## config.mk

```make
export PLATFORM = sky130hd
export DESIGN_NAME = ssp_port_ctrl
export DESIGN_NICKNAME = d
export VERILOG_FILES = /design/src/verilog/ssp_pkg.sv /design/src/verilog/ssp_port_ctrl.sv
export SDC_FILE = /design/constraint.sdc
export NUM_CORES = 1
export LEC_CHECK = 0
export ABC_AREA = 1
export BUFFER_PORTS_ARGS = -buffer_cell sky130_fd_sc_hd__buf_2
export CORE_MARGIN = 3
export CORE_UTILIZATION = 57
export DETAILED_ROUTE_END_ITERATION = 7
export PLACE_DENSITY = 0.75
export SYNTH_ARGS = -nofsm -noshare
export SYNTH_HDL_FRONTEND = slang
export SYNTH_SLANG_ARGS = --single-unit
```

## constraint.sdc

```tcl
create_clock -name sys_clk -period 4.05 [get_ports sys_clk]
set_input_delay 0.6075 -clock sys_clk [delete_from_list [all_inputs] [get_ports sys_clk]]
set_output_delay 0.6075 -clock sys_clk [all_outputs]
set_load 0.05 [all_outputs]
```

## src/verilog/ssp_pkg.sv

```systemverilog
// Package: register map, field layout, reset values and carrier types of the serial port
package ssp_pkg;

  // ==========================================================================
  // Register map in processor I/O space
  // ==========================================================================
  localparam logic [15:0] ADDR_DATA_WINDOW = 16'hfff0;
  localparam logic [15:0] ADDR_PORT_CONTROL = 16'hfff1;

  localparam int WORD_W = 16;
  localparam int FIFO_DEPTH = 4;

  // ==========================================================================
  // Control register field positions
  // ==========================================================================
  localparam int BIT_FREE_RUN = 15;
  localparam int BIT_SOFT_STOP = 14;
  localparam int BIT_TX_DONE = 13;
  localparam int BIT_RX_NONEMPTY = 12;
  localparam int BIT_RX_OVERRUN = 7;
  localparam int BIT_CLOCK_SAMPLE = 6;
  localparam int BIT_TX_FIFO_RESET_N = 5;
  localparam int BIT_RX_FIFO_RESET_N = 4;
  localparam int BIT_LOOPBACK = 0;

  localparam logic [15:0] CTRL_RESET = 16'h0030;
  localparam logic [15:0] CTRL_WRITE_MASK = 16'hcf3f;
  localparam logic [15:0] ZERO_WORD = 16'h0000;
  localparam logic [3:0] LAST_BIT = 4'hf;
  localparam logic [3:0] BIT_ZERO = 4'h0;

  // ==========================================================================
  // Carrier types
  // ==========================================================================
  typedef struct packed {
    logic clkx;
    logic fsx;
    logic clkr;
    logic fsr;
    logic dr;
  } ssp_pins_type;

  localparam ssp_pins_type PINS_RESET = 5'h00;

  typedef enum logic [1:0] {
    SHIFT_IDLE = 2'b01,
    SHIFT_BUSY = 2'b10
  } ssp_shift_type;

endpackage

```

## src/verilog/ssp_port_ctrl.sv

```systemverilog
// Serial port control register, four-level FIFOs, shifters and emulation stop logic
//
// Behaviour
// - A FIFO reset bit written zero holds that FIFO in reset.
// - Writing one to a FIFO reset bit lets that FIFO run again.
// - FIFO reset clears pointers and counts, and the receive one also the overrun flag; mode and configuration bits stay.
// - A FIFO held in reset has zero pointers and reads empty.
// - Control register is sixteen bits at I/O address fff1.
// - Free-run bit set: a breakpoint does not stop clock or shifting.
// - Free-run clear: soft-stop zero stops at once, one after the word.
// - Both emulation bits are zero after reset.
// - Reset value sets only the FIFO reset bits; bits 13,12,7,6 read-only.
// - Transmit-complete reads one once written, zero when transmit FIFO drained.
// - Receive-not-empty reads one while receive FIFO holds data.
// - Both FIFOs are four deep behind one data window; transmit MSB first.
module ssp_port_ctrl #(
  parameter int DEPTH = ssp_pkg::FIFO_DEPTH
) (
  input wire logic sys_clk,
  input wire logic rst_n,
  input wire logic [15:0] io_addr,
  input wire logic io_wr_en,
  input wire logic io_rd_en,
  input wire logic [15:0] io_wdata,
  output logic [15:0] io_rdata,
  input wire logic emu_halt,
  input wire logic clkx_pin,
  input wire logic fsx_pin,
  output logic dx_pin,
  input wire logic clkr_pin,
  input wire logic fsr_pin,
  input wire logic dr_pin
);

  localparam int PW = (DEPTH > 1) ? $clog2(DEPTH) : 1;
  localparam int CW = PW + 1;
  localparam logic [CW-1:0] FULL_COUNT = CW'(DEPTH);
  localparam logic [PW-1:0] LAST_PTR = PW'(DEPTH - 1);

  function automatic logic [PW-1:0] ptr_next(input logic [PW-1:0] p);
    ptr_next = (p == LAST_PTR) ? '0 : p + 1'b1;
  endfunction

  // ==========================================================================
  // Pin synchronisers
  // ==========================================================================
  ssp_pkg::ssp_pins_type meta_q;
  ssp_pkg::ssp_pins_type sync_q;
  ssp_pkg::ssp_pins_type prev_q;

  always_ff @(posedge sys_clk or negedge rst_n)
  begin
    if (!rst_n)
    begin
      meta_q <= ssp_pkg::PINS_RESET;
      sync_q <= ssp_pkg::PINS_RESET;
      prev_q <= ssp_pkg::PINS_RESET;
    end
    else
    begin
      meta_q <= {clkx_pin, fsx_pin, clkr_pin, fsr_pin, dr_pin};
      sync_q <= meta_q;
      prev_q <= sync_q;
    end
  end

  // ==========================================================================
  // Port state
  // ==========================================================================
  logic [15:0] ctrl_q, ctrl_d;
  logic [15:0] rdata_q, rdata_d;
  logic [15:0] txf_q [DEPTH], txf_d [DEPTH];
  logic [15:0] rxf_q [DEPTH], rxf_d [DEPTH];
  logic [PW-1:0] tx_wp_q, tx_wp_d, tx_rp_q, tx_rp_d;
  logic [PW-1:0] rx_wp_q, rx_wp_d, rx_rp_q, rx_rp_d;
  logic [CW-1:0] tx_cnt_q, tx_cnt_d, rx_cnt_q, rx_cnt_d;
  ssp_pkg::ssp_shift_type tx_st_q, tx_st_d, rx_st_q, rx_st_d;
  logic [15:0] tx_shifter_q, tx_shifter_d;
  logic [15:0] rx_shifter_q, rx_shifter_d;
  logic [3:0] tx_bit_q, tx_bit_d, rx_bit_q, rx_bit_d;
  logic dx_q, dx_d;
  logic overrun_q, overrun_d;

  logic free_run, soft_stop, loopback, tx_run_n, rx_run_n;
  logic tx_en, rx_en, tx_new_ok, rx_new_ok;
  logic rclk_now, rclk_old, rfs_now, rfs_old, rdat;
  logic tx_push, tx_pop, rx_push, rx_pop;

  always_comb
  begin
    ctrl_d = ctrl_q;
    rdata_d = rdata_q;
    txf_d = txf_q;
    rxf_d = rxf_q;
    tx_wp_d = tx_wp_q;
    tx_rp_d = tx_rp_q;
    rx_wp_d = rx_wp_q;
    rx_rp_d = rx_rp_q;
    tx_cnt_d = tx_cnt_q;
    rx_cnt_d = rx_cnt_q;
    tx_st_d = tx_st_q;
    rx_st_d = rx_st_q;
    tx_shifter_d = tx_shifter_q;
    rx_shifter_d = rx_shifter_q;
    tx_bit_d = tx_bit_q;
    rx_bit_d = rx_bit_q;
    dx_d = dx_q;
    overrun_d = overrun_q;
    tx_push = 1'b0;
    tx_pop = 1'b0;
    rx_push = 1'b0;
    rx_pop = 1'b0;

    free_run = ctrl_q[ssp_pkg::BIT_FREE_RUN];
    soft_stop = ctrl_q[ssp_pkg::BIT_SOFT_STOP];
    loopback = ctrl_q[ssp_pkg::BIT_LOOPBACK];
    tx_run_n = ctrl_q[ssp_pkg::BIT_TX_FIFO_RESET_N];
    rx_run_n = ctrl_q[ssp_pkg::BIT_RX_FIFO_RESET_N];

    // Soft stop lets the word in flight finish but starts no new one
    tx_new_ok = free_run || !emu_halt;
    rx_new_ok = free_run || !emu_halt;
    tx_en = tx_new_ok || (soft_stop && (tx_st_q == ssp_pkg::SHIFT_BUSY));
    rx_en = rx_new_ok || (soft_stop && (rx_st_q == ssp_pkg::SHIFT_BUSY));

    // Loopback feeds the receiver from the transmit side
    rclk_now = loopback ? sync_q.clkx : sync_q.clkr;
    rclk_old = loopback ? prev_q.clkx : prev_q.clkr;
    rfs_now = loopback ? sync_q.fsx : sync_q.fsr;
    rfs_old = loopback ? prev_q.fsx : prev_q.fsr;
    rdat = loopback ? dx_q : sync_q.dr;

    // ------------------------------------------------------------------------
    // Processor access
    // ------------------------------------------------------------------------
    if (io_wr_en && (io_addr == ssp_pkg::ADDR_PORT_CONTROL))
    begin
      ctrl_d = io_wdata & ssp_pkg::CTRL_WRITE_MASK;
    end
    else if (io_wr_en && (io_addr == ssp_pkg::ADDR_DATA_WINDOW))
    begin
      tx_push = tx_run_n && (tx_cnt_q != FULL_COUNT);
    end

    if (io_rd_en && (io_addr == ssp_pkg::ADDR_PORT_CONTROL))
    begin
      rdata_d = ctrl_q;
      rdata_d[ssp_pkg::BIT_TX_DONE] = (tx_cnt_q != '0);
      rdata_d[ssp_pkg::BIT_RX_NONEMPTY] = (rx_cnt_q != '0);
      rdata_d[ssp_pkg::BIT_RX_OVERRUN] = overrun_q;
      rdata_d[ssp_pkg::BIT_CLOCK_SAMPLE] = sync_q.clkx;
    end
    else if (io_rd_en && (io_addr == ssp_pkg::ADDR_DATA_WINDOW))
    begin
      rdata_d = rxf_q[rx_rp_q];
      rx_pop = rx_run_n && (rx_cnt_q != '0);
    end
    else if (io_rd_en)
    begin
      rdata_d = ssp_pkg::ZERO_WORD;
    end

    // ------------------------------------------------------------------------
    // Transmit shifter, MSB first
    // ------------------------------------------------------------------------
    case (tx_st_q)
      ssp_pkg::SHIFT_IDLE:
      begin
        if (tx_new_ok && sync_q.fsx && !prev_q.fsx && (tx_cnt_q != '0) && tx_run_n)
        begin
          tx_shifter_d = txf_q[tx_rp_q];
          dx_d = txf_q[tx_rp_q][ssp_pkg::WORD_W-1];
          tx_bit_d = ssp_pkg::BIT_ZERO;
          tx_pop = 1'b1;
          tx_st_d = ssp_pkg::SHIFT_BUSY;
        end
      end
      ssp_pkg::SHIFT_BUSY:
      begin
        if (tx_en && !sync_q.clkx && prev_q.clkx)
        begin
          if (tx_bit_q == ssp_pkg::LAST_BIT)
          begin
            tx_st_d = ssp_pkg::SHIFT_IDLE;
          end
          else
          begin
            tx_shifter_d = {tx_shifter_q[ssp_pkg::WORD_W-2:0], 1'b0};
            dx_d = tx_shifter_q[ssp_pkg::WORD_W-2];
            tx_bit_d = tx_bit_q + 1'b1;
          end
        end
      end
      default:
      begin
        tx_st_d = ssp_pkg::SHIFT_IDLE;
      end
    endcase

    // ------------------------------------------------------------------------
    // Receive shifter, sampled on falling receive clock
    // ------------------------------------------------------------------------
    case (rx_st_q)
      ssp_pkg::SHIFT_IDLE:
      begin
        if (rx_new_ok && rfs_now && !rfs_old)
        begin
          rx_bit_d = ssp_pkg::BIT_ZERO;
          rx_st_d = ssp_pkg::SHIFT_BUSY;
        end
      end
      ssp_pkg::SHIFT_BUSY:
      begin
        if (rx_en && !rclk_now && rclk_old)
        begin
          rx_shifter_d = {rx_shifter_q[ssp_pkg::WORD_W-2:0], rdat};
          rx_bit_d = rx_bit_q + 1'b1;
          if (rx_bit_q == ssp_pkg::LAST_BIT)
          begin
            rx_st_d = ssp_pkg::SHIFT_IDLE;
            rx_push = rx_run_n && ((rx_cnt_q != FULL_COUNT) || rx_pop);
            overrun_d = overrun_q || (rx_run_n && !rx_push);
            rxf_d[rx_wp_q] = {rx_shifter_q[ssp_pkg::WORD_W-2:0], rdat};
          end
        end
      end
      default:
      begin
        rx_st_d = ssp_pkg::SHIFT_IDLE;
      end
    endcase

    // ------------------------------------------------------------------------
    // FIFO pointers
    // ------------------------------------------------------------------------
    if (tx_push)
    begin
      txf_d[tx_wp_q] = io_wdata;
      tx_wp_d = ptr_next(tx_wp_q);
    end
    if (tx_pop)
    begin
      tx_rp_d = ptr_next(tx_rp_q);
    end
    tx_cnt_d = tx_cnt_q + CW'(tx_push) - CW'(tx_pop);
    if (rx_push)
    begin
      rx_wp_d = ptr_next(rx_wp_q);
    end
    if (rx_pop)
    begin
      rx_rp_d = ptr_next(rx_rp_q);
    end
    rx_cnt_d = rx_cnt_q + CW'(rx_push) - CW'(rx_pop);

    // Pointers and counts clear here, plus the overrun flag for receive; the control word itself is left alone
    if (!ctrl_d[ssp_pkg::BIT_TX_FIFO_RESET_N])
    begin
      tx_wp_d = '0;
      tx_rp_d = '0;
      tx_cnt_d = '0;
    end
    if (!ctrl_d[ssp_pkg::BIT_RX_FIFO_RESET_N])
    begin
      rx_wp_d = '0;
      rx_rp_d = '0;
      rx_cnt_d = '0;
      overrun_d = 1'b0;
    end
    // Writing ones simply stops forcing the clear above, so the FIFO runs
  end

  always_ff @(posedge sys_clk or negedge rst_n)
  begin
    if (!rst_n)
    begin
      ctrl_q <= ssp_pkg::CTRL_RESET;
      rdata_q <= ssp_pkg::ZERO_WORD;
      txf_q <= '{default: ssp_pkg::ZERO_WORD};
      rxf_q <= '{default: ssp_pkg::ZERO_WORD};
      tx_wp_q <= '0;
      tx_rp_q <= '0;
      rx_wp_q <= '0;
      rx_rp_q <= '0;
      tx_cnt_q <= '0;
      rx_cnt_q <= '0;
      tx_st_q <= ssp_pkg::SHIFT_IDLE;
      rx_st_q <= ssp_pkg::SHIFT_IDLE;
      tx_shifter_q <= ssp_pkg::ZERO_WORD;
      rx_shifter_q <= ssp_pkg::ZERO_WORD;
      tx_bit_q <= ssp_pkg::BIT_ZERO;
      rx_bit_q <= ssp_pkg::BIT_ZERO;
      dx_q <= 1'b0;
      overrun_q <= 1'b0;
    end
    else
    begin
      ctrl_q <= ctrl_d;
      rdata_q <= rdata_d;
      txf_q <= txf_d;
      rxf_q <= rxf_d;
      tx_wp_q <= tx_wp_d;
      tx_rp_q <= tx_rp_d;
      rx_wp_q <= rx_wp_d;
      rx_rp_q <= rx_rp_d;
      tx_cnt_q <= tx_cnt_d;
      rx_cnt_q <= rx_cnt_d;
      tx_st_q <= tx_st_d;
      rx_st_q <= rx_st_d;
      tx_shifter_q <= tx_shifter_d;
      rx_shifter_q <= rx_shifter_d;
      tx_bit_q <= tx_bit_d;
      rx_bit_q <= rx_bit_d;
      dx_q <= dx_d;
      overrun_q <= overrun_d;
    end
  end

  assign io_rdata = rdata_q;
  assign dx_pin = dx_q;

endmodule

```

# Word level (Yosys, flattened, before mapping)
# Cells that the tools add are included.
# totals
reg_bits,228
in_bits,42
output_inout_bits,17
# classes
addsub,10
order_cmp,6
eq_ne,28
mux,71
bitwise_logic,4
reduce_logical,45
# ops
cell,n
2-to-1 mux 16 bit,9
bitwise mux 64 bit,2
binary-select mux 16 bit (select 2 bit),2
demux 16 bit (select 2 bit),2
2-to-1 mux 15 bit,3
2-to-1 mux 2 bit,18
== test 16 bit (second input constant),2
one-hot mux 15 bit (2 select lines),1
logical AND 1 bit,22
!= test 2 x 1 -> 1 bit (second input constant),11
2-to-1 mux 1 bit,21
2-to-1 mux 4 bit,5
one-hot mux 4 bit (2 select lines),2
AND reduction 3 bit,5
== test 2 bit (second input constant),6
greater-or-equal comparator 3 bit (second input constant),4
inverter 2 -> 3 bit,4
nonzero test 3 bit,3
adder 2 x 1 -> 2 bit (second input constant),4
adder 4 x 1 -> 4 bit (second input constant),2
== test 4 bit (second input constant),2
one-hot mux 2 bit (2 select lines),2
adder 3 x 1 -> 3 bit,2
logical NOT 1 bit,6
other kinds (12),24

# Logic depth before layout (Yosys ltp)
# Gate-level depths: netlist of the first run.
# depth
word_depth,13
ltp_mapped,14

# Worst setup path after synthesis of the first run
# Ideal clock, no wire load.
# synth_timing
path_type,input-to-reg
startpoint,in io_addr[9]
endpoint,reg rx_cnt_q[2]
setup_time_ns,0.120
t_arrival_ns,2.481
required_ns,3.930
slack_ns,1.450
cell_stages,13
n_path_buf,1
cell_sequence,nand2_1 > nor2_1 > nand2_1 > nor2_1 > clkbuf_1 > nor4_1 > ha_1 > inv_1 > ha_1 > inv_1 > fa_1 > xor2_1 > nor2_1
# synth_between
elab_chain_len,12
elab_cells_between_ends,16
classes_between,add/sub: 2; eq/ne: 2; mux: 7; reduce/logical: 5
# synth_rtl
element,line,text
from (decl),ssp_port_ctrl.sv:21,"input wire logic [15:0] io_addr,"
== test 16 bit,ssp_port_ctrl.sv:153,else if (io_rd_en && (io_addr == ssp_pkg::ADDR_DATA_WINDOW))
logical AND 1 bit,ssp_port_ctrl.sv:153,
2-to-1 mux 1 bit,ssp_port_ctrl.sv:153,
2-to-1 mux 1 bit,ssp_port_ctrl.sv:145,if (io_rd_en && (io_addr == ssp_pkg::ADDR_PORT_CONTROL))
logical OR 1 bit,ssp_port_ctrl.sv:221,rx_push = rx_run_n && ((rx_cnt_q != FULL_COUNT) || rx_pop);
logical AND 1 bit,ssp_port_ctrl.sv:221,
2-to-1 mux 1 bit,ssp_port_ctrl.sv:218,if (rx_bit_q == ssp_pkg::LAST_BIT)
2-to-1 mux 1 bit,ssp_port_ctrl.sv:214,if (rx_en && !rclk_now && rclk_old)
2-to-1 mux 1 bit,ssp_port_ctrl.sv:203,case (rx_st_q)
adder 3 x 1 -> 3 bit,ssp_port_ctrl.sv:254,rx_cnt_d = rx_cnt_q + CW'(rx_push) - CW'(rx_pop);
subtractor 3 x 1 -> 3 bit,ssp_port_ctrl.sv:254,
2-to-1 mux 3 bit (*),ssp_port_ctrl.sv:263,if (!ctrl_d[ssp_pkg::BIT_RX_FIFO_RESET_N])
via rx_cnt_d[2],ssp_port_ctrl.sv:76,"logic [CW-1:0] tx_cnt_q, tx_cnt_d, rx_cnt_q, rx_cnt_d;"
to (signal assigned),ssp_port_ctrl.sv:307,rx_cnt_q <= rx_cnt_d;
to (decl),ssp_port_ctrl.sv:76,
# Mark *: on every way through the listed nets, which the timed path passes. The rest lies on a longest branch.
# A chain may end at the register's enable or synchronous reset.

# Worst setup path in the final report of the first run
# layout_timing
startpoint,reg ctrl_q[0]
endpoint,reg rx_cnt_q[2]
# layout_between
elab_chain_len,9
elab_cells_between_ends,10
classes_between,add/sub: 2; mux: 5; reduce/logical: 3
# layout_rtl
element,line,text
from (decl),ssp_port_ctrl.sv:70,"logic [15:0] ctrl_q, ctrl_d;"
from (signal assigned),ssp_port_ctrl.sv:277,ctrl_q <= ssp_pkg::CTRL_RESET;
from (signal assigned),ssp_port_ctrl.sv:298,ctrl_q <= ctrl_d;
2-to-1 mux 1 bit,ssp_port_ctrl.sv:127,rclk_now = loopback ? sync_q.clkx : sync_q.clkr;
logical NOT 1 bit,ssp_port_ctrl.sv:214,
logical AND 1 bit,ssp_port_ctrl.sv:214,
logical AND 1 bit (*),ssp_port_ctrl.sv:214,
2-to-1 mux 1 bit (*),ssp_port_ctrl.sv:214,
2-to-1 mux 1 bit (*),ssp_port_ctrl.sv:203,
adder 3 x 1 -> 3 bit (*),ssp_port_ctrl.sv:254,
subtractor 3 x 1 -> 3 bit (*),ssp_port_ctrl.sv:254,
2-to-1 mux 3 bit (*),ssp_port_ctrl.sv:263,
via rx_cnt_d[2],ssp_port_ctrl.sv:76,
# Marks and branches as above.

==> flow_summary_export.csv, run 1 <==
group,metric,value,unit
run_status,status,"completed",
synthesis,syn_area_per_cell,8.49,um2
sta,worst_pin_slew,1.10,ns
power,p_comb_share,5.1,%
sta,period_share,65.4,%
route,vias_per_cell,5.65,
clocking,insertion_delay,0.52,ns
grt,grt_max_degree,134,
floorplan,ios,59,
power,internal_power,0.00387,W
floorplan,die_y,140,um
layout,drive_above_1_share,11.3,%
critical_path,worst_setup_path_end_kind,"flop",
layout,area_delta_synth_final,12.3,%
worst_hold_path,min_path_type,"in2async",
sta,finalMaxSlewViolations,0,
critical_path,cp-start-kind,"flop",
route,drt_iter0_drc,653,
route,vias,8406,
sta,rsz0062_at_grt,"no",
floorplan,start_util,58.8,%
clocking,h-tree-depth,1,
synthesis,synth_cell_types,35,
sta,slew_headroom,26.6,%
sta,fin_setup_tns,0,ns
clocking,clockRootBuffer,"clkbuf_16",
layout,layout.nets,1306,
layout,diodes,0,
floorplan,die-width,140,um
floorplan,core_area,17500,um2
clocking,cts.path.max_buffers,3,
sta,fin_skew,0.00712,ns
floorplan,rows,48,
placed_design,placed_cell_area,10700,um2
route,routedWlPerCell,16.5,um
synthesis,synth_top_area_share,54.5,%
floorplan,die_area,19700,um2
sta,max_freq,378,MHz
grt,grt_pass1_vias,7790,
placed_design,io_buffers,58,
flow_run,maxCapViolations,0,
clocking,path_clk_slew,0.06,ns
synthesis,syn_nets,1271,
synthesis,synth_area,10300,um2
clocking,cts_buffers,24,
route,drt-total-wl,24.5,mm
layout,fill_cells,1448,
route,final_antenna_net_count,0,
clocking,cts_tree,"built",
critical_path,arrival,3.05,ns
synthesis,ys_warn_count,0,
synthesis,synth_top_area_cell,"dfrtp_1",
power,peakVddDrop,307,uV
power,power_density,432,nW/um2
grt,grt_pass1_wl,40.4,mm
layout,fin_util,66.1,%
power,leakagePower,5.85,nW
layout,multi_input_area,3960,um2
sta,report.final.setup_viol,0,
power,clockPowerShare,47.1,%
power,p_seq_share,47.8,%
grt,gr-total-overflow,0,
synthesis,ys_seq_elements,228,
grt,grtUsageTotal,25.1,%
power,p_switching,0.00112,W
synthesis,yosysSeqAreaShare,55.5,%
placed_design,globalplace.congestion,0.839,
grt,antenna_found_initial,0,
layout,ff_latch_area,5710,um2
clocking,post_cts_buffers,0,
clocking,postCtsHoldBufs,0,
critical_path,critPathRequiredTime,4.46,ns
layout,stdcell_area,11500,um2
critical_path,crit_type,"reg2reg",
critical_path,crit_fanout,9,
clocking,post_cts_resized,0,
synthesis,synth.area.top_cells,"dfrtp_1 (55%), nand2_1 (13%), o21ai_0 (8.1%)",
sta,min_period,2.65,ns
clocking,cts_sinks,228,
power,sw_frac_of_total,22.4,%
synthesis,syn_inst,1211,
route,first_pass_iters,5,
sta,hold_violations,0,
sta,whs,0.172,ns
placed_design,hpwl,15.0,mm
route,drc,0,
==> critical path, stage by stage (launching register included) <==
cell     delay, ns
dfrtp_1       0.42
nor2_1        0.11
nand2_1       0.06
nand2_1       0.09
nand3_2       0.17
nor3_1        0.40
nand2_1       0.18
ha_1          0.30
inv_1         0.05
ha_1          0.12
inv_1         0.04
fa_1          0.37
xor2_1        0.17
nor2_1        0.06
==> cell usage in the layout (no fill, tap or decap), types with 7 or more instances in the layout <==
cell type  synthesis  final
o21ai_1           11     11
inv_1             87     87
o211ai_1           7      7
o22ai_1           31     31
o21ai_0          167    167
ha_1              16     16
mux2_2            10     10
buf_4              0     12
nand2_1          349    349
a21oi_1            7      7
buf_2             11     57
nor2_1            99     99
clkbuf_16          0     25
nand3_1          101    101
dfrtp_1          224    224
==> sequential cells by signal, summed over array words and instances, names as in the netlist, 5 cells and up <==
| name | cells |
|---|---|
| ctrl_q | 12 |
| txf_q | 64 |
| rx_shifter_q | 15 |
| sync_q | 5 |
| tx_shifter_q | 15 |
| meta_q | 5 |
| io_rdata | 16 |
| rxf_q | 64 |
==> worst paths after layout <==
kind,slack [ns],start,end,cells after the start
max,1.40,ctrl_q[0]$_DFFE_PN0P_,rx_cnt_q[2]$_DFF_PN0_,13
min,0.17,rst_n,rxf_q[20]$_DFFE_PN0P_,1
max reg2reg,1.40,ctrl_q[0]$_DFFE_PN0P_,rx_cnt_q[2]$_DFF_PN0_,13
min reg2reg,0.35,meta_q[1]$_DFF_PN0_,sync_q[1]$_DFF_PN0_,0
max in group asynchronous,2.89,rst_n,txf_q[7]$_DFFE_PN0P_,2
min in group sys_clk,0.20,clkx_pin,meta_q[4]$_DFF_PN0_,1
==> layout make-up <==
class / count / share of cell area, %
inverters: 88 / 2.86
clock buffers: 31 / 5.96
clock inverters: 12 / 1.44
well taps: 225 / 2.44
repair buffers: 71 / 3.56
multi-input cells: 833 / 34.3
flip-flops and latches: 228 / 49.5
==> layer usage <==
metal  routed length [um]  share of wire, %  global-route usage, %
met2                10700                44                   37.8
met5                    0                 0                      0
met4                  462               1.9                   5.86
met1                11400                47                   39.2
met3                 1910               7.8                   3.38
==> cell usage after synthesis, drive strengths merged <==
master / number
nand3b: 1
o22ai: 31
dfrtp: 224
o21bai: 1
dfstp: 4
nand4: 6
nand3: 102
or2: 4
mux2: 10
nor3: 4
xor2: 2
o31ai: 1
inv: 88
fa: 2
o211ai: 7
nor2: 102
nand2: 354
clkbuf: 45
nor4: 2
buf: 17
xnor2: 2
a21oi: 7
ha: 16
o21ai: 179
==> power by group through the flow <==
stage	logic [W]	clock network [W]	registers [W]
final	0.000255	0.00235	0.00238
after global routing	0.000293	0.00248	0.00239
after CTS	0.000260	0.00238	0.00238
after detailed placement	0.000256	0	0.00242
after global placement	0.000250	0	0.00242
after floorplan	0.000124	0	0.00242
==> through the flow <==
step	std cells	power [W]	setup WS [ns]
floorplan	1211	0.00255	1.45
finish	1488	0.00499	1.40
detailed placement	1445	0.00268	1.16
global placement	1445	0.00267	1.21
global route	1488	0.00516	1.15
CTS	1488	0.00502	1.44
==> logic make-up after synthesis <==
kind of cell | after synthesis | synth area share [%]
buffers and inverters | 150 | 5.98
DFF | 228 | 55.5
AOI/OAI and AO/OA | 226 | 11.6
muxes | 10 | 1.10
adders and majority gates | 18 | 2.34
and+or+nand+nor | 575 | 23.1
xor gates and xnor gates | 4 | 0.341
(Power assumes the default switching activity.)
==> run 2: changes to the inputs <==
Clock period 4.05 ns to 2.7 ns, I/O delays scaled along.
==> run 2 against run 1 <==
Against the previous run:
- clock skew rose by 0.0049 ns
- first-iteration DRC count is 21% higher
- global-route usage is 0.73 points higher
- sequential share of layout area down 0.80 points
- final area increased by 1.6%
- setup slack worse by 1.2 ns
- combinational power rose by 55%
- worst hold slack got worse by 0.0068 ns
==> flow_summary_export.csv, run 2 (synthesis gave the netlist of run 1 again) <==
group,metric,value,unit
critical_path,crit_buf_inv,3,
floorplan,rows,48,
route,final_antenna_net_count,0,
layout,multi_input_area,3960,um2
power,leakagePower,5.97,nW
route,vias,8392,
layout,ff_latch_area,5710,um2
layout,drive_above_1_share,12.4,%
grt,gr-total-overflow,0,
power,p_switching,0.00168,W
layout,stdcell_count,1515,
floorplan,ios,59,
placed_design,dp.cells,1465,
route,vias_per_cell,5.54,
sta,max_freq,404,MHz
sta,fin_skew,0.0120,ns
sta,hold_violations,0,
grt,grt_pass1_vias,8120,
route,routedWlPerCell,16.5,um
critical_path,crit_fanout,4,
clocking,insertion_delay,0.52,ns
floorplan,start_util,58.8,%
power,power_density,628,nW/um2
critical_path,worst_setup_path_end_kind,"flop",
clocking,cts_tree,"built",
layout,layout.nets,1332,
layout,area_delta_synth_final,14.1,%
worst_hold_path,min_path_type,"in2reg",
power,p_seq_share,48.5,%
critical_path,cp_slowest_cell,"dfrtp_1",
grt,grt_max_degree,81,
route,drc,0,
layout,layout.cells.most_common,"nand2_1",
critical_path,arrival,2.88,ns
layout,diodes,0,
clocking,postCtsHoldBufs,6,
critical_path,crit_family,"adder cells",
sta,setup_ws,0.224,ns
sta,fin_setup_tns,0,ns
grt,antenna_found_initial,1,
critical_path,cp-start-kind,"flop",
power,p_comb_share,5.3,%
sta,report.final.setup_viol,0,
power,peakVddDrop,508,uV
clocking,cts.path.max_buffers,3,
critical_path,slowest_delay,0.39,ns
clocking,post_cts_buffers,0,
clocking,cts_sinks,228,
sta,min_period,2.48,ns
floorplan,die-width,140,um
route,drt_iter0_drc,790,
floorplan,die_y,140,um
route,first_pass_iters,5,
flow_run,maxCapViolations,0,
floorplan,core_area,17500,um2
power,clockPowerShare,46.2,%
placed_design,place_ws,0.139,ns
sta,slew_headroom,34.9,%
run_status,status,"completed",
grt,grtUsageTotal,25.8,%
sta,finalMaxSlewViolations,0,
route,drt-total-wl,25.0,mm
clocking,path_clk_slew,0.06,ns
placed_design,hpwl,16.0,mm
clocking,clockRootBuffer,"clkbuf_16",
floorplan,die_area,19700,um2
power,sw_frac_of_total,22.8,%
sta,period_share,91.7,%
placed_design,io_buffers,58,
placed_design,globalplace.congestion,0.803,
clocking,h-tree-depth,1,
grt,grt_pass1_wl,41.7,mm
clocking,cts_buffers,24,
layout,fill_cells,1435,
critical_path,cp_cell_sequence,"ha_1 -> nand2_1 -> nor2_1 -> inv_1 -> nor3_1 -> nand2_1 -> ha_1 -> inv_1 -> ha_1 -> inv_1 -> fa_1 -> xor2_1 -> nor2_1",
power,internal_power,0.00569,W
critical_path,critPathRequiredTime,3.11,ns
clocking,post_cts_resized,0,
layout,layout_common_cells,"nand2_1 (349), dfrtp_1 (224), o21ai_0 (167)",
sta,rsz0062_at_grt,"no",
sta,worst_pin_slew,0.976,ns
critical_path,crit_type,"reg2reg",
-- run 2: cell count changes in the layout (fill, tap and decap cells not counted), sizes merged --
cell         previous run  this run
buf                    71        91
bufinv                  4         2
clkbuf                 31        37
clkinvlp                1         0
dlygate4sd3             0         6
inv                    88        89
clkinv                  7         4
-- run 2: per-layer routing --
metal | share of wire (%) | vias to the layer above | global-route usage, %
met2 | 44 | 290 | 38.5
met5 | 0.052 | - | 0
met1 | 46 | 4004 | 40.0
met3 | 7.9 | 36 | 4.06
li1 | - | 4060 | -
met4 | 1.7 | 2 | 6.73
-- run 2: final cells by class --
cell class,count,share of cell area (%)
clock buffers,37,6.23
clock inverters,7,0.778
inverters,88,2.82
multi-input cells,833,33.7
flip-flops and latches,228,48.7
well taps,225,2.40
repair buffers,97,5.40
-- run 2: worst register-to-register path: cells and delay by family, from the launching register on --
kind          cells  cell delay, ns
simple gates      5            0.66
fa+ha+maj         4            0.96
xor+xnor          1            0.16
buf+inv           3            0.18
flops             1            0.39
-- run 2: power groups by stage --
stage               logic (W)  clock network [W]  registers [W]
floorplan            0.000187                  0        0.00363
global placement     0.000385                  0        0.00363
detailed placement   0.000390                  0        0.00363
CTS                  0.000399            0.00345        0.00357
global route         0.000457            0.00359        0.00358
finish               0.000394            0.00341        0.00357
-- run 2: through the flow --
step | util, % | cell area [um2] | total power [W] | hold WS [ns]
after global placement | 62.1 | 10900 | 0.00401 | 0.340
after global routing | 67.1 | 11700 | 0.00763 | 0.152
after detailed placement | 62.1 | 10900 | 0.00402 | 0.342
after floorplan | - | 10300 | 0.00382 | 0.109
final | 67.1 | 11700 | 0.00737 | 0.166
after CTS | 67.1 | 11700 | 0.00743 | 0.144
-- run 2: worst paths after layout --
path / end / slack (ns) / start / cells after the start
worst min register to register: sync_q[1]$_DFF_PN0_ / 0.36 / meta_q[1]$_DFF_PN0_ / 0
worst max register to register: rx_cnt_q[2]$_DFF_PN0_ / 0.22 / rx_bit_q[0]$_DFFE_PN0P_ / 13
worst max-delay path: rx_cnt_q[2]$_DFF_PN0_ / 0.22 / rx_bit_q[0]$_DFFE_PN0P_ / 13
max in group asynchronous: io_rdata[10]$_DFFE_PN0P_ / 1.41 / rst_n / 3
worst min-delay path: txf_q[61]$_DFFE_PN0P_ / 0.17 / io_wdata[13] / 3
min in group asynchronous: io_rdata[13]$_DFFE_PN0P_ / 0.48 / rst_n / 2
==> run 3: changes to the inputs <==
Settings changed: BUFFER_PORTS_ARGS -buffer_cell sky130_fd_sc_hd__buf_2 to not set, DONT_BUFFER_PORTS set to 1, PLACE_DENSITY 0.75 to 0.72.
==> run 3 against run 2 <==
Against the previous run:
- the run now ends with negative hold slack left
- largest cell class unchanged
- maximum frequency shrank 3.6%
- combinational power decreased by 38%
- via count is 2.0% lower
- sequential share of layout area is 1.6 points higher
- non-clock buffer count decreased by 67
- first-iteration DRC count grew 17%
- critical path depth fell by 1
- power fell by 1.9%
- worst hold slack worse by 0.59 ns
- routed wire length decreased by 2.6%
- register-to-register slack lost 0.09 ns
==> flow_summary_export.csv, run 3 (synthesis gave the netlist of run 1 again) <==
group,metric,value,unit
critical_path,worst_setup_path_end_kind,"flop",
clocking,clockRootBuffer,"clkbuf_16",
route,routedWlPerCell,16.8,um
critical_path,crit_type,"reg2reg",
critical_path,cp_cell_sequence,"inv_1 -> a21oi_1 -> nand4_1 -> nand2_1 -> nand2_1 -> ha_1 -> inv_1 -> ha_1 -> inv_1 -> fa_1 -> xor2_1 -> nor2_1",
critical_path,crit_fanout,6,
clocking,h-tree-depth,1,
run_status,status,"complete, but fails checks",
layout,diodes,0,
critical_path,timing.rr.end,"rx_cnt_q[2]$_DFF_PN0_",
clocking,cts_tree,"built",
grt,antenna_found_initial,0,
sta,min_period,2.57,ns
layout,layout.cells.most_common,"nand2_1",
critical_path,arrival,3.02,ns
layout,area_delta_synth_final,10.5,%
run_status,failed_checks,"negative hold slack",
grt,grt_pass1_wl,40.5,mm
critical_path,slowest_delay,0.53,ns
critical_path,cp-start-kind,"flop",
layout,layout.nets,1266,
critical_path,critPathRequiredTime,3.15,ns
floorplan,die_y,140,um
sta,hold_violations,228,
floorplan,die-width,140,um
clocking,post_cts_buffers,0,
sta,max_freq,389,MHz
sta,fin_setup_tns,0,ns
layout,fill_cells,1460,
critical_path,cp-startpoint,"ctrl_q[4]$_DFF_PN1_",
layout,drive_above_1_share,7.77,%
power,power_density,637,nW/um2
grt,grtUsageTotal,25.2,%
flow_run,maxCapViolations,0,
power,peakVddDrop,640,uV
floorplan,start_util,58.8,%
floorplan,rows,48,
route,vias,8220,
layout,fin_util,65.0,%
route,vias_per_cell,5.68,
floorplan,ios,59,
power,leakagePower,5.66,nW
grt,grt_pass1_vias,7809,
critical_path,r2r_cells,12,
grt,gr-total-overflow,0,
sta,rsz0062_at_grt,"no",
sta,worst_pin_slew,0.935,ns
clocking,path_clk_slew,0.06,ns
critical_path,r2r-start,"ctrl_q[4]$_DFF_PN1_",
sta,slew_headroom,37.6,%
route,drt_iter0_drc,921,
sta,fin_skew,0.0139,ns
critical_path,crit_buf_inv,3,
critical_path,crit_top_cell,"inv_1",
clocking,cts_sinks,228,
placed_design,globalplace.congestion,0.828,
route,drt-total-wl,24.3,mm
route,drc,0,
layout,layout_common_cells,"nand2_1 (349), dfrtp_1 (224), o21ai_0 (167)",
placed_design,io_buffers,0,
floorplan,die_area,19700,um2
critical_path,rrSetupSlack,0.13,ns
route,first_pass_iters,7,
grt,grt_max_degree,229,
critical_path,crit_family,"adder cells",
critical_path,cp_slowest_cell,"dfstp_2",
clocking,cts_buffers,25,
sta,report.final.setup_viol,0,
floorplan,core_area,17500,um2
clocking,cts.path.max_buffers,3,
placed_design,hpwl,15.1,mm
clocking,insertion_delay,0.53,ns
sta,period_share,95.1,%
route,final_antenna_net_count,0,
sta,whs,-0.421,ns
worst_hold_path,min_path_type,"in2async",
sta,finalMaxSlewViolations,0,
[run 3: cell types whose count changed in the layout (fill, tap and decap cells not counted), sizes merged]
cell / change
buf: -67
clkbuf: +2
bufinv: -1
clkinv: -1
[run 3: per-layer routing]
metal / global-route usage [%] / share of wire [%]
met1: 39.8 / 47
met2: 36.0 / 43
met3: 5.02 / 8.2
met4: 6.02 / 1.9
met5: 0 / 0
[run 3: cell type report]
type | instances | area, um2 | area share [%]
clock buffers | 39 | 768 | 6.76
clock inverters | 5 | 65.1 | 0.573
inverters | 88 | 330 | 2.91
multi-input cells | 833 | 3960 | 34.9
flip-flops and latches | 228 | 5710 | 50.3
well taps | 225 | 282 | 2.48
repair buffers | 30 | 240 | 2.12
[run 3: timing repair]
action	CTS	global route
hold buffers	5	1
resized for setup	0	1
endpoints found under the setup margin	0	1
hold endpoints to repair	233	229
[run 3: how the worst max path moves through the flow]
| stage | slack (ns) | end | depth (start not counted) |
|---|---|---|---|
| 6_report | 0.13 | rx_cnt_q[2]$_DFF_PN0_ | 12 |
| 5_1_grt | 0.02 | rx_cnt_q[2]$_DFF_PN0_ | 12 |
| 3_3_place_gp | 0.24 | tx_cnt_q[2]$_DFF_PN0_ | 12 |
| 2_1_floorplan | 0.30 | rx_cnt_q[2]$_DFF_PN0_ | 13 |
| 3_5_place_dp | 0.14 | rx_cnt_q[2]$_DFF_PN0_ | 13 |
| 4_1_cts | 0.17 | rx_cnt_q[2]$_DFF_PN0_ | 12 |
[run 3: stage by stage]
stage,total power [W],instance area [um2],instances,setup slack (ns)
floorplan,0.00382,10300,1211,0.302
global placement,0.00387,10500,1398,0.244
detailed placement,0.00388,10500,1398,0.141
CTS,0.00728,11300,1447,0.173
global route,0.00750,11400,1448,0.0221
finish,0.00724,11400,1448,0.132
[run 3: where the power goes]
group          leakage [nW]  total, W  internal (W)  switching (W)
Combinational          2.21  0.000244     0.0000744       0.000169
Sequential             3.04   0.00358       0.00353      0.0000546
Clock                 0.414   0.00341       0.00205        0.00136
Total                  5.66   0.00724       0.00565        0.00158
